### src/verilog/pgpc_pkg.sv
/*
  Package for the GPIO pin configuration block: register map, field
  layout, reset values, debounce and interrupt encodings, timing counts.
  Assumes a 100 MHz hclk.
*/
`default_nettype none
package pgpc_pkg;

  // ----------------------------------------------------------------
  // Register map
  // ----------------------------------------------------------------
  localparam logic [7:0] PGPC_CONFIG_OFFSET = 8'h74;
  localparam logic [7:0] PGPC_STATUS_OFFSET = 8'h78;
  localparam logic [7:0] PGPC_ALTCTL_OFFSET = 8'h7c;
  localparam logic [7:0] PGPC_CONFIG_RESET = 8'h00;
  localparam logic [1:0] PGPC_ALTCTL_RESET = 2'h0;

  // ----------------------------------------------------------------
  // Field positions in the configuration register
  // ----------------------------------------------------------------
  localparam int PGPC_DRV_BIT = 0;
  localparam int PGPC_DIR_BIT = 1;
  localparam int PGPC_DI_BIT = 2;
  localparam int PGPC_DO_BIT = 3;
  localparam int PGPC_IRQ_LSB = 4;
  localparam int PGPC_DBNC_LSB = 6;

  // ----------------------------------------------------------------
  // Encodings
  // ----------------------------------------------------------------
  typedef enum logic [1:0] {
    PGPC_DBNC_NONE = 2'b00,
    PGPC_DBNC_8MS = 2'b01,
    PGPC_DBNC_16MS = 2'b10,
    PGPC_DBNC_32MS = 2'b11
  } pgpc_dbnc_t;

  typedef enum logic [1:0] {
    PGPC_IRQ_MASKED = 2'b00,
    PGPC_IRQ_FALL = 2'b01,
    PGPC_IRQ_RISE = 2'b10,
    PGPC_IRQ_BOTH = 2'b11
  } pgpc_irq_t;

  typedef struct packed {
    pgpc_dbnc_t debounce;
    pgpc_irq_t edge_irq;
    logic output_level;
    logic input_level;
    logic direction;
    logic drive_type;
  } pgpc_config_t;

  // Pin pad controls
  typedef struct packed {
    logic pad_out;
    logic pad_oe;
    logic pull_up_enable;
    logic pull_down_enable;
  } pgpc_pad_t;

  // ----------------------------------------------------------------
  // Timing
  // ----------------------------------------------------------------
  localparam int PGPC_CLK_MHZ = 100;
  localparam int PGPC_TICK_US = 1000;
  localparam int PGPC_TICK_CYCLES = PGPC_TICK_US * PGPC_CLK_MHZ;
  localparam int PGPC_DBNC_8_MS = 8;
  localparam int PGPC_DBNC_16_MS = 16;
  localparam int PGPC_DBNC_32_MS = 32;

endpackage
`default_nettype wire

### src/verilog/pgpc_debounce.sv
/*
  Debouncer: the output follows the input once it has stood stable for
  the selected number of millisecond ticks; zero ticks passes it through.
  Assumes the input is already synchronous to hclk.
*/
`timescale 1ns/100ps
`default_nettype none
module pgpc_debounce (
  // Clock and reset
  input wire logic hclk,
  input wire logic hresetn,
  // Control
  input wire logic tick,
  input wire logic [5:0] hold_ticks,
  // Signal
  input wire logic din,
  output logic dout
);
  import pgpc_pkg::*;

  logic [5:0] cnt_reg;
  wire logic differs = (din != dout);
  wire logic bypass = (hold_ticks == 6'h00);
  wire logic settled = differs && tick && (cnt_reg + 6'h01 >= hold_ticks);

  always_ff @(posedge hclk or negedge hresetn) begin
    if (!hresetn) begin
      cnt_reg <= 6'h00;
      dout <= 1'b0;
    end else if (!differs) begin
      cnt_reg <= 6'h00;
    end else if (bypass || settled) begin
      dout <= din;
      cnt_reg <= 6'h00;
    end else if (tick) begin
      cnt_reg <= cnt_reg + 6'h01;
    end
  end
endmodule // pgpc_debounce
`default_nettype wire

### src/verilog/pgpc_tick.sv
/*
  One-cycle enable pulse every TICK_CYCLES clocks (1 ms by default).
  Assumes a single clock domain with asynchronous active-low reset.
*/
`timescale 1ns/100ps
`default_nettype none
module pgpc_tick #(
  parameter int TICK_CYCLES = 100000
) (
  // Clock and reset
  input wire logic hclk,
  input wire logic hresetn,
  // Tick
  output logic tick
);
  import pgpc_pkg::*;

  logic [23:0] cnt_reg;
  wire logic wrap = (cnt_reg == 24'(TICK_CYCLES - 1));

  always_ff @(posedge hclk or negedge hresetn) begin
    if (!hresetn) begin
      cnt_reg <= 24'h000000;
      tick <= 1'b0;
    end else begin
      cnt_reg <= wrap ? 24'h000000 : cnt_reg + 24'h000001;
      tick <= wrap;
    end
  end
endmodule // pgpc_tick
`default_nettype wire

### src/verilog/pgpc_top.sv
/*
  GPIO pin configuration block with an AHB-Lite register slave.
  Holds the pin configuration register, drives the pad, debounces the
  input, reports its level and raises an edge event pulse.
  Assumes the pad input is synchronous to hclk and a single AHB master.
*/
// Local design decision: the AHB-Lite slave port.
// Operation
// - Input mode debounces both edges for none, 8, 16 or 32 ms.
// - Input mode edge event: masked, falling, rising or both edges.
// - Output low on level 0; on 1 drive high or release per type.
// - Input mode: level bit 0 pull-up, 1 pull-down.
// - Output mode: drive-type 0 open-drain, 1 push-pull.
// - Alternate input: direction bit sets polarity, 0 active-low.
// - Input mode: input level bit reports sampled pin level.
// - Alternate off: direction 0 output, 1 input.
// - Input mode: writes to input level bit are discarded.
`timescale 1ns/100ps
`default_nettype none
module pgpc_top #(
  parameter int TICK_CYCLES = pgpc_pkg::PGPC_TICK_CYCLES
) (
  // Clock and reset
  input wire logic hclk,
  input wire logic hresetn,
  // AHB-Lite slave
  input wire logic hsel,
  input wire logic [31:0] haddr,
  input wire logic [1:0] htrans,
  input wire logic hwrite,
  input wire logic [2:0] hsize,
  input wire logic [31:0] hwdata,
  input wire logic hready,
  output logic [31:0] hrdata,
  output logic hreadyout,
  output logic hresp,
  // Pad
  input wire logic pad_in,
  output var pgpc_pkg::pgpc_pad_t pad,
  // Alternate function
  input wire logic alt_out,
  output logic alt_in,
  // Edge event
  output logic edge_event
);
  import pgpc_pkg::*;

  // ----------------------------------------------------------------
  // Functions
  // ----------------------------------------------------------------
  function automatic logic [5:0] dbnc_ticks(input pgpc_dbnc_t sel);
    unique case (sel)
      PGPC_DBNC_NONE: dbnc_ticks = 6'h00;
      PGPC_DBNC_8MS: dbnc_ticks = 6'(PGPC_DBNC_8_MS);
      PGPC_DBNC_16MS: dbnc_ticks = 6'(PGPC_DBNC_16_MS);
      PGPC_DBNC_32MS: dbnc_ticks = 6'(PGPC_DBNC_32_MS);
    endcase
  endfunction

  function automatic logic addr_hit(input logic [7:0] a, input logic [7:0] off);
    addr_hit = (a[7:2] == off[7:2]);
  endfunction

  // ----------------------------------------------------------------
  // AHB-Lite slave
  // ----------------------------------------------------------------
  pgpc_config_t cfg_reg;
  logic [1:0] alt_reg;
  logic wr_pend_reg;
  logic [7:0] addr_reg;
  logic event_seen_reg;

  wire logic take = hsel && hready && htrans[1];
  wire logic wr_cfg = wr_pend_reg && addr_hit(addr_reg, PGPC_CONFIG_OFFSET);
  wire logic wr_alt = wr_pend_reg && addr_hit(addr_reg, PGPC_ALTCTL_OFFSET);
  wire logic rd_status = take && !hwrite && addr_hit(haddr[7:0], PGPC_STATUS_OFFSET);
  wire logic [3:0] wstrb = 4'h1 << haddr[1:0];

  // Alternate control: bit 0 enables alternate mode, bit 1 picks input use
  wire logic alt_en = alt_reg[0];
  wire logic alt_as_input = alt_reg[1];
  wire logic is_input = cfg_reg.direction && !alt_en;
  wire logic is_output = !cfg_reg.direction && !alt_en;

  // ----------------------------------------------------------------
  // Input path
  // ----------------------------------------------------------------
  logic tick;
  logic db_level;
  logic db_prev_reg;

  pgpc_tick #(.TICK_CYCLES(TICK_CYCLES)) u_tick (
    .hclk(hclk),
    .hresetn(hresetn),
    .tick(tick)
  );

  pgpc_debounce u_dbnc (
    .hclk(hclk),
    .hresetn(hresetn),
    .tick(tick),
    .hold_ticks(is_input ? dbnc_ticks(cfg_reg.debounce) : 6'h00),
    .din(pad_in),
    .dout(db_level)
  );

  wire logic rise = db_level && !db_prev_reg;
  wire logic fall = !db_level && db_prev_reg;
  wire logic edge_hit = is_input && (
    (cfg_reg.edge_irq == PGPC_IRQ_FALL && fall) ||
    (cfg_reg.edge_irq == PGPC_IRQ_RISE && rise) ||
    (cfg_reg.edge_irq == PGPC_IRQ_BOTH && (rise || fall)));

  // ----------------------------------------------------------------
  // Register write data
  // ----------------------------------------------------------------
  logic [7:0] wbyte;
  pgpc_config_t cfg_next;
  assign wbyte = hwdata[7:0];
  assign cfg_next = wr_cfg ? pgpc_config_t'({wbyte[7:3],
    (cfg_reg.direction ? db_level : wbyte[2]),
    wbyte[1:0]}) : pgpc_config_t'({cfg_reg[7:3],
    (is_input ? db_level : cfg_reg.input_level), cfg_reg[1:0]});

  // Pad controls
  pgpc_pad_t pad_next;
  wire logic drv_level = alt_en ? alt_out : cfg_reg.output_level;
  wire logic drives = !alt_en ? is_output : !alt_as_input;
  assign pad_next.pad_out = drv_level;
  assign pad_next.pad_oe = drives && (!drv_level || cfg_reg.drive_type);
  assign pad_next.pull_up_enable = is_input && !cfg_reg.output_level;
  assign pad_next.pull_down_enable = is_input && cfg_reg.output_level;

  wire logic alt_in_next = cfg_reg.direction ? db_level : !db_level;

  logic [31:0] rdata_next;
  assign rdata_next = addr_hit(haddr[7:0], PGPC_CONFIG_OFFSET) ? {24'h000000, cfg_next} :
    addr_hit(haddr[7:0], PGPC_STATUS_OFFSET) ? {30'h00000000, edge_hit | event_seen_reg, db_level} :
    addr_hit(haddr[7:0], PGPC_ALTCTL_OFFSET) ? {30'h00000000, alt_reg} : 32'h00000000;

  // ----------------------------------------------------------------
  // Registers
  // ----------------------------------------------------------------
  always_ff @(posedge hclk or negedge hresetn) begin
    if (!hresetn) begin
      wr_pend_reg <= 1'b0;
      addr_reg <= 8'h00;
      hrdata <= 32'h00000000;
    end else begin
      wr_pend_reg <= take && hwrite && wstrb[0];
      if (take) begin
        addr_reg <= haddr[7:0];
      end
      if (take && !hwrite) begin
        hrdata <= rdata_next;
      end
    end
  end

  always_ff @(posedge hclk or negedge hresetn) begin
    if (!hresetn) begin
      cfg_reg <= pgpc_config_t'(PGPC_CONFIG_RESET);
      alt_reg <= PGPC_ALTCTL_RESET;
      db_prev_reg <= 1'b0;
      event_seen_reg <= 1'b0;
      pad <= '0;
      alt_in <= 1'b0;
      edge_event <= 1'b0;
    end else begin
      cfg_reg <= cfg_next;
      if (wr_alt) begin
        alt_reg <= hwdata[1:0];
      end
      db_prev_reg <= db_level;
      // Set wins over read-clear
      event_seen_reg <= edge_hit || (event_seen_reg && !rd_status);
      pad <= pad_next;
      alt_in <= alt_in_next;
      edge_event <= edge_hit;
    end
  end

  assign hreadyout = 1'b1;
  assign hresp = 1'b0;

endmodule // pgpc_top
`default_nettype wire
### config.mk
export PLATFORM = sky130hd
export DESIGN_NAME = pgpc_top
export DESIGN_NICKNAME = d
export VERILOG_FILES = /design/src/verilog/pgpc_pkg.sv /design/src/verilog/pgpc_debounce.sv /design/src/verilog/pgpc_tick.sv /design/src/verilog/pgpc_top.sv
export SDC_FILE = /design/constraint.sdc
export NUM_CORES = 1
export LEC_CHECK = 0
export BUFFER_PORTS_ARGS = -buffer_cell sky130_fd_sc_hd__buf_2
export CELL_PAD_IN_SITES_DETAIL_PLACEMENT = 0
export CELL_PAD_IN_SITES_GLOBAL_PLACEMENT = 2
export CORE_ASPECT_RATIO = 1.25
export CORE_UTILIZATION = 30
export CTS_CLUSTER_DIAMETER = 150
export DETAILED_ROUTE_END_ITERATION = 7
export HOLD_SLACK_MARGIN = 0.1
export MAX_ROUTING_LAYER = met4
export PLACE_DENSITY_LB_ADDON = 0.1
export REMOVE_ABC_BUFFERS = 1
export SLEW_MARGIN = 10
export SYNTH_ARGS = -nofsm -noshare
export SYNTH_HDL_FRONTEND = slang
export SYNTH_SLANG_ARGS = --single-unit
### constraint.sdc
create_clock -name hclk -period 3.3 [get_ports hclk]
set_input_delay 0.495 -clock hclk [delete_from_list [all_inputs] [get_ports hclk]]
set_output_delay 0.495 -clock hclk [all_outputs]
set_load 0.05 [all_outputs]
Word-level counts from Yosys, hierarchy flattened
Cells that the tools add are included.
- add/sub/neg operators: 2
- order comparisons: 1
- equality and inequality tests: 14
- shift-type cells: 1
- mux-type cells: 15
- bitwise logic cells: 1
- reductions and logical operators: 40
- operator list (operator ; count):
    == test 6 x 5 -> 1 bit, second input constant ; 5
    adder 24 x 1 -> 24 bit, second input constant ; 1
    == test 24 x 17 -> 1 bit, second input constant ; 1
    2-to-1 mux 24 bit ; 1
    2-to-1 mux 6 bit ; 4
    one-hot mux 6 bit (4 select lines) ; 1
    logical AND 1 bit ; 22
    2-to-1 mux 8 bit ; 2
    logical NOT 1 bit ; 9
    == test 2 bit, second input constant ; 4
    adder 6 x 1 -> 6 bit, second input constant ; 1
    greater-or-equal comparator 6 bit ; 1
    logical NOT 6 bit ; 1
    logical OR 1 bit ; 6
    2-to-1 mux 1 bit ; 5
    == test 2 x 1 -> 1 bit, second input constant ; 2
    2-to-1 mux 2 bit ; 2
    != test 3 bit, second input constant ; 1
    logical NOT 2 bit ; 1
    AND reduction 2 bit ; 1
    left shift 1 x 2 -> 1 bit, first input constant ; 1
    != test 1 bit ; 1
    bitwise OR 1 bit ; 1
- bits in registers: 91
- input bits: 76
- output and inout bits: 40
- logic and storage cells: 96

Depth between registers and ports, before layout
Gate-level depths: netlist (run 1).
- word-level depth: 9
- mapped depth: 9
- mapped depth without buffers: 9

Modules after synthesis
Synthesis (run 1) repeated with hierarchy kept, for this count alone.
- cells, all modules: 316
- area, all modules: 3463.3 µm²
- modules (own cells, without submodules) (module ; instances ; cells each ; area an instance (µm²) ; seq. area each (µm²)):
    pgpc_top ; 1 ; 140 ; 1676.6 ; 825.8
    pgpc_tick ; 1 ; 108 ; 1179.9 ; 625.6
    pgpc_debounce ; 1 ; 68 ; 606.8 ; 175.2

Least setup slack after synthesis (run 1)
OpenSTA, ideal clock, no wires.
- path kind: register -> register
- from: register u_dbnc.cnt_reg[0]
- to: register u_dbnc.dout
- setup time: 126 ps
- arrival time: 2299 ps
- data required time: 3174 ps
- slack: 875 ps
- stages on the path, launching flop included: 10
- buffers on the path: 0
- clock period less this slack: 2425 ps
- path through: dfrtp_1 -> ha_1 -> nand3_1 -> xor2_1 -> inv_1 -> ha_1 -> nand2_1 -> or4_4 -> and3_1 -> a311o_1
- word-level cells in the longest chain between the ends: 5
- RTL lines (what ; line ; text):
    start, declared ; pgpc_debounce.sv:21 ; logic [5:0] cnt_reg;
    start signal, assigned ; pgpc_debounce.sv:36 ; cnt_reg <= cnt_reg + 6'h01;
    adder 6 x 1 -> 6 bit ; pgpc_debounce.sv:24 ; wire logic settled = differs && tick && (cnt_reg + 6'h01 >= hold_ticks);
    greater-or-equal comparator 6 bit ; pgpc_debounce.sv:24 ;
    logical AND 1 bit ; pgpc_debounce.sv:24 ;
    logical OR 1 bit ; pgpc_debounce.sv:32 ; end else if (bypass || settled) begin
    AND reduction 2 bit (no source line) ; - ;
    end signal, assigned ; pgpc_debounce.sv:33 ; dout <= din;
    end, declared ; pgpc_debounce.sv:17 ; output logic dout
Every way passes these cells.
A chain may end at the register's enable or synchronous reset.

Final worst setup path (run 1)
- from: register cfg_reg[1] (netlist bit)
- to: register u_dbnc.dout
- word-level cells in the longest chain between the ends: 6
- elaborated cells between the ends (all ways): 7
- classes of those cells: order compare: 1; mux: 1; reduce/logical: 5
- RTL lines (what ; line ; text):
    start, declared ; pgpc_top.sv:67 ; pgpc_config_t cfg_reg;
    start signal, assigned ; pgpc_top.sv:162 ; cfg_reg <= pgpc_config_t'(PGPC_CONFIG_RESET);
    start signal, assigned ; pgpc_top.sv:170 ; cfg_reg <= cfg_next;
    logical AND 1 bit (*) ; pgpc_top.sv:82 ; wire logic is_input = cfg_reg.direction && !alt_en;
    2-to-1 mux 6 bit (*) ; pgpc_top.sv:102 ; .hold_ticks(is_input ? dbnc_ticks(cfg_reg.debounce) : 6'h00),
    greater-or-equal comparator 6 bit ; pgpc_debounce.sv:24 ;
    logical AND 1 bit ; pgpc_debounce.sv:24 ;
    logical OR 1 bit (*) ; pgpc_debounce.sv:32 ;
    AND reduction 2 bit (no source line) (*) ; - ;
Mark *: on every way between the ends. The rest lies on a longest branch, timed or not.

==> impl_metrics.tcl, run 1 <==
set metrics [dict create \
    fill_cells 1093 \
    core_sq_um 10600 \
    ys_seq_area_share_pct 49.8 \
    dr.pass1.iters 4 \
    via_count 2222 \
    post-cts-setup-buffers 0 \
    dp_hpwl_um 5170 \
    drcViolationCount 0 \
    relSlewSlack_pct 40.8 \
    cts_hold_buf 1 \
    ys_top_cells_by_area "dfrtp_1 50%, buf_4 6.0%, mux2_2 5.5%, xnor2_1 5.1%, ha_1 3.1%" \
    grt-ovfl-total 0 \
    hold_path.class "in -> reg" \
    grt_pass1_vias 2260 \
    syn_inst 295 \
    cp_data_arrival_time_ns 2.80 \
    whs_ns 0.315 \
    timing.final.crit_share_pct 78.5 \
    rows 42 \
    clk_pin_slew_ns 0.06 \
    status "completed" \
    end_kind "flip-flop" \
    placed_area_sq_um 3520 \
    synth_cell_types 47 \
    slowest_delay_ns 0.57 \
    setup_viol 0 \
    finalClockSkew_ns 0.00677 \
    numCtsBuffers 9 \
    finalSetupTns_ns 0 \
    crit_path_cell_trace "nor2b_1 > nand3_1 > ha_1 > nand2_1 > or4_4 > and3_1 > a311o_1" \
    vias_per_cell 4.64 \
    cts_tree "done" \
    cp.required_ns 3.51 \
    startpoint "cfg_reg[1]$_DFF_PN0_" \
    syn_to_final_growth_pct 18.2 \
    reg2reg_from "cfg_reg[1]$_DFF_PN0_" \
    insertion_delay_ns 0.33 \
    p_leak_nw 1.85 \
    die_h_um 119 \
    grtUsageTotal_pct 14.5 \
    routabilityCongestion 0.729 \
    min_from "haddr[0]" \
    grt_first_pass_wirelength_um 11800 \
    drt-initial-drc-count 81 \
    cp_slowest_cell "or4_4" \
    tightest_slew_ns 0.880 \
    largest_reg_flops 24 \
    grt_start_max_net_pins 27 \
    pwr_density_cell_nw_per_um2 524 \
    drive_gt1_share_pct 23.9 \
    root_buffer "clkbuf_16" \
    report.final.hold_viol_count 0 \
    fin_ws_ns 0.711 \
    period_needed_ns 2.59 \
    pin_count 116 \
    maxCapViolCount 0 \
    dieWidth_um 95.3 \
    power.total_mw 2.03 \
    stdcell_area_sq_um 3860 \
    async_reset_ff_share_pct 100 \
    synth_top_area_share_pct 49.8 \
    synth_flop_cell "dfrtp_1" \
    syn_area_sq_um 3270 \
    yosysMostFrequentCell "dfrtp_1" \
    die-area_sq_um 11300 \
    crit_fanout 5 \
    port_buffers 37 \
    synth_commonest_cells "65 x dfrtp_1, 26 x buf_4, 20 x nand2_1" \
    start_util_pct 30.8 \
    avgRoutedWirePerCell_um 14.8 \
    pre_cts_slack_ns 0.691 \
    cts_sinks 65 \
    synth_edf_count 0 \
    rsz0062_at_grt "false" \
    max_freq_ghz 0.386 \
    critPathLaunchType "flip-flop" \
    yosysTopAreaCell "dfrtp_1" \
    syn_avg_cell_area_sq_um 11.1 \
    nets 426 \
    crit_type "reg -> reg" \
    drt_wl_total_um 7090 \
    crit_end "u_dbnc.dout$_DFFE_PN0P_" \
    cts_max_path_buffers 2 \
    h-tree-depth 3 \
    ctsResizeCount 0 \
    antenna_found_initial 0 \
    timing.final.max_slew_violations 0 \
    worstRegToRegCells 7 \
    r2r_slack_ns 0.71 \
    synth-seq-cells 65 \
    diodes 0 \
    ir_drop_mv 0.231 \
    regToRegEndpoint "u_dbnc.dout$_DFFE_PN0P_" \
    antenna_left 0 \
    yosys_warnings 0 \
]
==> layout by cell type, fill, tap and decap left out, types with 8 or more instances in the layout <==
cell,count
nor2_1,17
ha_1,8
nand2_1,20
buf_2,37
conb_1,26
dfrtp_1,65
xnor2_1,19
o21ai_0,9
nand3_1,17
mux2_2,16
clkbuf_16,9
==> stage by stage <==
step           util [%]  instances
6_report           36.4        479
5_1_grt            36.4        479
4_1_cts            36.4        479
3_5_place_dp       33.2        462
3_3_place_gp       33.2        462
2_1_floorplan         -        290
==> worst max-delay path: cells and delay by family (launching register included) <==
family | cells | cell delay (ns)
AO/OA/AOI/OAI | 1 | 0.31
adder cells (fa/ha/maj) | 1 | 0.32
flip-flops | 1 | 0.42
AND/OR/NAND/NOR | 5 | 1.41
==> report_power, final <==
part | switching, mW | leakage [nW] | internal, mW
logic | 0.109 | 0.824 | 0.0346
registers | 0.0129 | 0.864 | 0.818
clock network | 0.367 | 0.163 | 0.684
total | 0.489 | 1.85 | 1.54
==> worst min-delay path by stage <==
stage | end | slack [ns] | depth (start not counted)
6_report | wr_pend_reg$_DFF_PN0_ | 0.32 | 2
2_1_floorplan | addr_reg[2]$_DFFE_PN0P_ | 0.20 | 0
3_3_place_gp | hrdata[3]$_DFFE_PN0P_ | 0.44 | 1
5_1_grt | wr_pend_reg$_DFF_PN0_ | 0.31 | 2
3_5_place_dp | pad[0]$_DFF_PN0_ | 0.45 | 1
4_1_cts | wr_pend_reg$_DFF_PN0_ | 0.31 | 2
==> cells by family (layout without fill, tap and decap cells) <==
logic type | after synthesis | count (layout) | share of synthesized area, %
DFF | 65 | 65 | 49.8
and+or+nand+nor | 112 | 112 | 20.3
xor gates and xnor gates | 26 | 26 | 6.97
buffers and inverters | 36 | 64 | 7.16
muxes | 20 | 20 | 6.74
AOI/OAI and AO/OA | 26 | 26 | 5.78
other | 2 | 26 | 0.230
adders and majority gates | 8 | 8 | 3.06
==> per-layer routing <==
metal | track usage, % | routed length (um) | vias up
li1 | - | - | 1097
met1 | 17.8 | 3180 | 1084
met2 | 21.9 | 3580 | 33
met3 | 2.57 | 178 | 8
met4 | 8.24 | 148 | 0
met5 | - | 0 | -
==> area by class of cell <==
cell class                 count  area [sq um]  area share [%]
sequential                    65          1630            42.1
multi-input combinational    218          1500            38.7
clock buffer                  10           239            6.19
timing repair buffer          41           218            5.64
tap                          132           165            4.28
clock inverter                 6          91.3            2.36
inverter                       7          26.3           0.680
(Power assumes the default switching activity.)
==> inputs of run 2 (changes only) <==
ABC_AREA = 1   (was default)
CORE_UTILIZATION = 28   (was 30)
clock period = 2.6 ns   (was 3.3 ns; I/O delays follow)
==> run 2 against run 1 <==
- synthesized cell count rose by 58%
- via count rose by 27%
- utilization fell by 2.6 points
- global-route usage hardly changed
- first-iteration DRC count is 7.4% higher
- non-clock buffer count is the same
- power grew 24%
- largest power group unchanged
- flip-flop and latch count is the same
- die area is 20% higher
- critical path type unchanged
- maximum frequency increased by 20%
==> impl_metrics.tcl, run 2 <==
set metrics [dict create \
    status "completed" \
    fin_util_pct 33.8 \
    regToRegEndpoint "u_dbnc.cnt_reg[0]$_DFFE_PN0P_" \
    antenna_left 0 \
    stdcell_area_sq_um 4300 \
    synthAdderAreaFrac_pct 2.73 \
    fin_ws_ns 0.444 \
    place_inst 670 \
    drive_gt1_share_pct 17.7 \
    ir_drop_mv 0.230 \
    p_leak_nw 2.21 \
    yosysTopAreaCell "dfrtp_1" \
    synth_cell_types 35 \
    yosys_warnings 0 \
    via_count 2820 \
    crit_end "u_dbnc.cnt_reg[0]$_DFFE_PN0P_" \
    synth_top_area_share_pct 44.4 \
    root_buffer "clkbuf_16" \
    syn_to_final_growth_pct 17.3 \
    drt_wl_total_um 8400 \
    die-area_sq_um 13500 \
    port_buffers 37 \
    async_reset_ff_share_pct 100 \
    core_sq_um 12700 \
    seq_area_sq_um 1630 \
    grt_start_max_net_pins 42 \
    relSlewSlack_pct 58.0 \
    ys_top_cells_by_area "dfrtp_1 44%, nand2_1 12%, inv_1 6.9%, nand3_1 5.7%, buf_4 5.3%" \
    rsz0062_at_grt "false" \
    insertion_delay_ns 0.33 \
    diodes 0 \
    dr.pass1.iters 6 \
    placed_area_sq_um 3980 \
    cp.required_ns 2.85 \
    clk_pin_slew_ns 0.05 \
    synth_flop_cell "dfrtp_1" \
    synth-simple-area-share_pct 29.6 \
    layout_common_cells "117 x nand2_1, 67 x inv_1, 65 x dfrtp_1" \
    cp_data_arrival_time_ns 2.41 \
    drt-initial-drc-count 87 \
    layout_commonest_cell "nand2_1" \
    grt-ovfl-total 0 \
    maxCapViolCount 0 \
    drcViolationCount 0 \
    antenna_found_initial 0 \
    h-tree-depth 3 \
    hold_path.class "in -> reg" \
    pre_cts_slack_ns 0.432 \
    start_util_pct 28.8 \
    ys_seq_area_share_pct 44.4 \
    syn_inst 466 \
    max_freq_ghz 0.464 \
    setup_viol 0 \
    synth_compound_area_share_pct 6.76 \
    cts_tree "done" \
    end_kind "flip-flop" \
    synth_commonest_cells "117 x nand2_1, 67 x inv_1, 65 x dfrtp_1" \
    worstRegToRegCells 10 \
    report.final.hold_viol_count 0 \
    largest_reg_flops 24 \
    dieWidth_um 104 \
    synth_top_family_by_area "simple AND/OR/NAND/NOR gates" \
    grt_pass1_vias 2964 \
    layoutNonFillerInstCount 687 \
    multiInputGateArea_sq_um 1650 \
    syn_avg_cell_area_sq_um 7.86 \
    synth-seq-cells 65 \
    timing.final.crit_share_pct 82.9 \
    pwr_density_cell_nw_per_um2 583 \
    numCtsBuffers 9 \
    period_needed_ns 2.16 \
    yosysMostFrequentCell "nand2_1" \
    tightest_slew_ns 0.630 \
    vias_per_cell 4.10 \
    finalSetupTns_ns 0 \
    die_h_um 130 \
    nets 598 \
    cts_sinks 65 \
    r2r_slack_ns 0.44 \
    reg2reg_from "u_dbnc.cnt_reg[0]$_DFFE_PN0P_" \
    rows 46 \
    crit_type "reg -> reg" \
    yosys.area_share.xor_xnor_pct 2.39 \
    startpoint "u_dbnc.cnt_reg[0]$_DFFE_PN0P_" \
    crit_fanout 6 \
    grt_first_pass_wirelength_um 14600 \
    critPathLaunchType "flip-flop" \
    fill_cells 1375 \
    syn_area_sq_um 3660 \
    timing.final.max_slew_violations 0 \
    avgRoutedWirePerCell_um 12.2 \
    synthMuxAreaShare_pct 0.922 \
    routabilityCongestion 0.739 \
    grtUsageTotal_pct 14.5 \
    synth_edf_count 0 \
    finalClockSkew_ns 0.00353 \
    dp_hpwl_um 6440 \
    pin_count 116 \
    cts_max_path_buffers 2 \
]
-- run 2: cell count changes after synthesis, sizes merged, moves of 5 or more --
cell,change
and3,-8
nor4,-5
nand3,+28
xnor2,-18
nand2,+101
nor2,+39
inv,+65
mux2,-13
o21ai,+22
a22o,-6
-- run 2: timing repair --
item,in CTS,in global routing
hold endpoints to repair,1,0
setup endpoints to repair,0,0
buffers inserted,0,0
resized for setup,0,0
hold buffers,1,0
-- run 2: per-layer routing --
layer | track usage, % | up-vias | part of all wire [%]
li1 | - | 1507 | -
met3 | 2.20 | 11 | 2.4
met1 | 16.5 | 1258 | 45
met4 | 7.06 | 0 | 1.9
met5 | - | - | 0
met2 | 24.9 | 44 | 50
-- run 2: where the power goes --
part / internal, mW / leakage, nW / switching, mW
logic: 0.0423 / 1.21 / 0.157
clock network: 0.820 / 0.153 / 0.433
registers: 1.04 / 0.853 / 0.0154
total: 1.90 / 2.21 / 0.606
-- run 2: how the worst min path moves through the flow --
stage                  start  depth (start not counted)                 endpoint
floorplan            hresetn                          0  addr_reg[2]$_DFFE_PN0P_
global placement     hresetn                          1         pad[3]$_DFF_PN0_
detailed placement   hresetn                          1   alt_reg[0]$_DFFE_PN0P_
CTS                 haddr[0]                          2    wr_pend_reg$_DFF_PN0_
global route        haddr[0]                          2    wr_pend_reg$_DFF_PN0_
finish              haddr[0]                          2    wr_pend_reg$_DFF_PN0_
-- run 2: layout make-up --
class / instances / share of cell area, %
clock buffer: 14 / 6.38
clock inverter: 2 / 0.815
inverter: 72 / 6.29
multi-input combinational: 325 / 38.4
sequential: 65 / 37.9
tap: 168 / 4.89
timing repair buffer: 41 / 5.36
-- run 2: critical path, stage by stage (launching register included) --
cell and delay (ns):
dfrtp_1 0.44, ha_1 0.26, nand3_1 0.09, xor2_1 0.22, inv_1 0.07, ha_1 0.28, nand2_1 0.07, nor2_1 0.04
nor2_1 0.22, nand4_4 0.22, o21ai_2 0.16
-- run 2: cell families (layout without fill, tap and decap cells) --
kind of cell    count (synthesis)  after routing
flops                          65             65
xor+xnor                       10             10
simple gates                  238            238
fa+ha+maj                       8              8
other cells                     2             26
compound gates                 40             40
buf+inv                       100            129
mux                             3              3
-- run 2: metrics by stage --
step	power (mW)	hold slack, ns
finish	2.51	0.211
global route	2.62	0.211
CTS	2.55	0.202
detailed placement	1.27	0.446
global placement	1.27	0.449
floorplan	1.21	0.0944
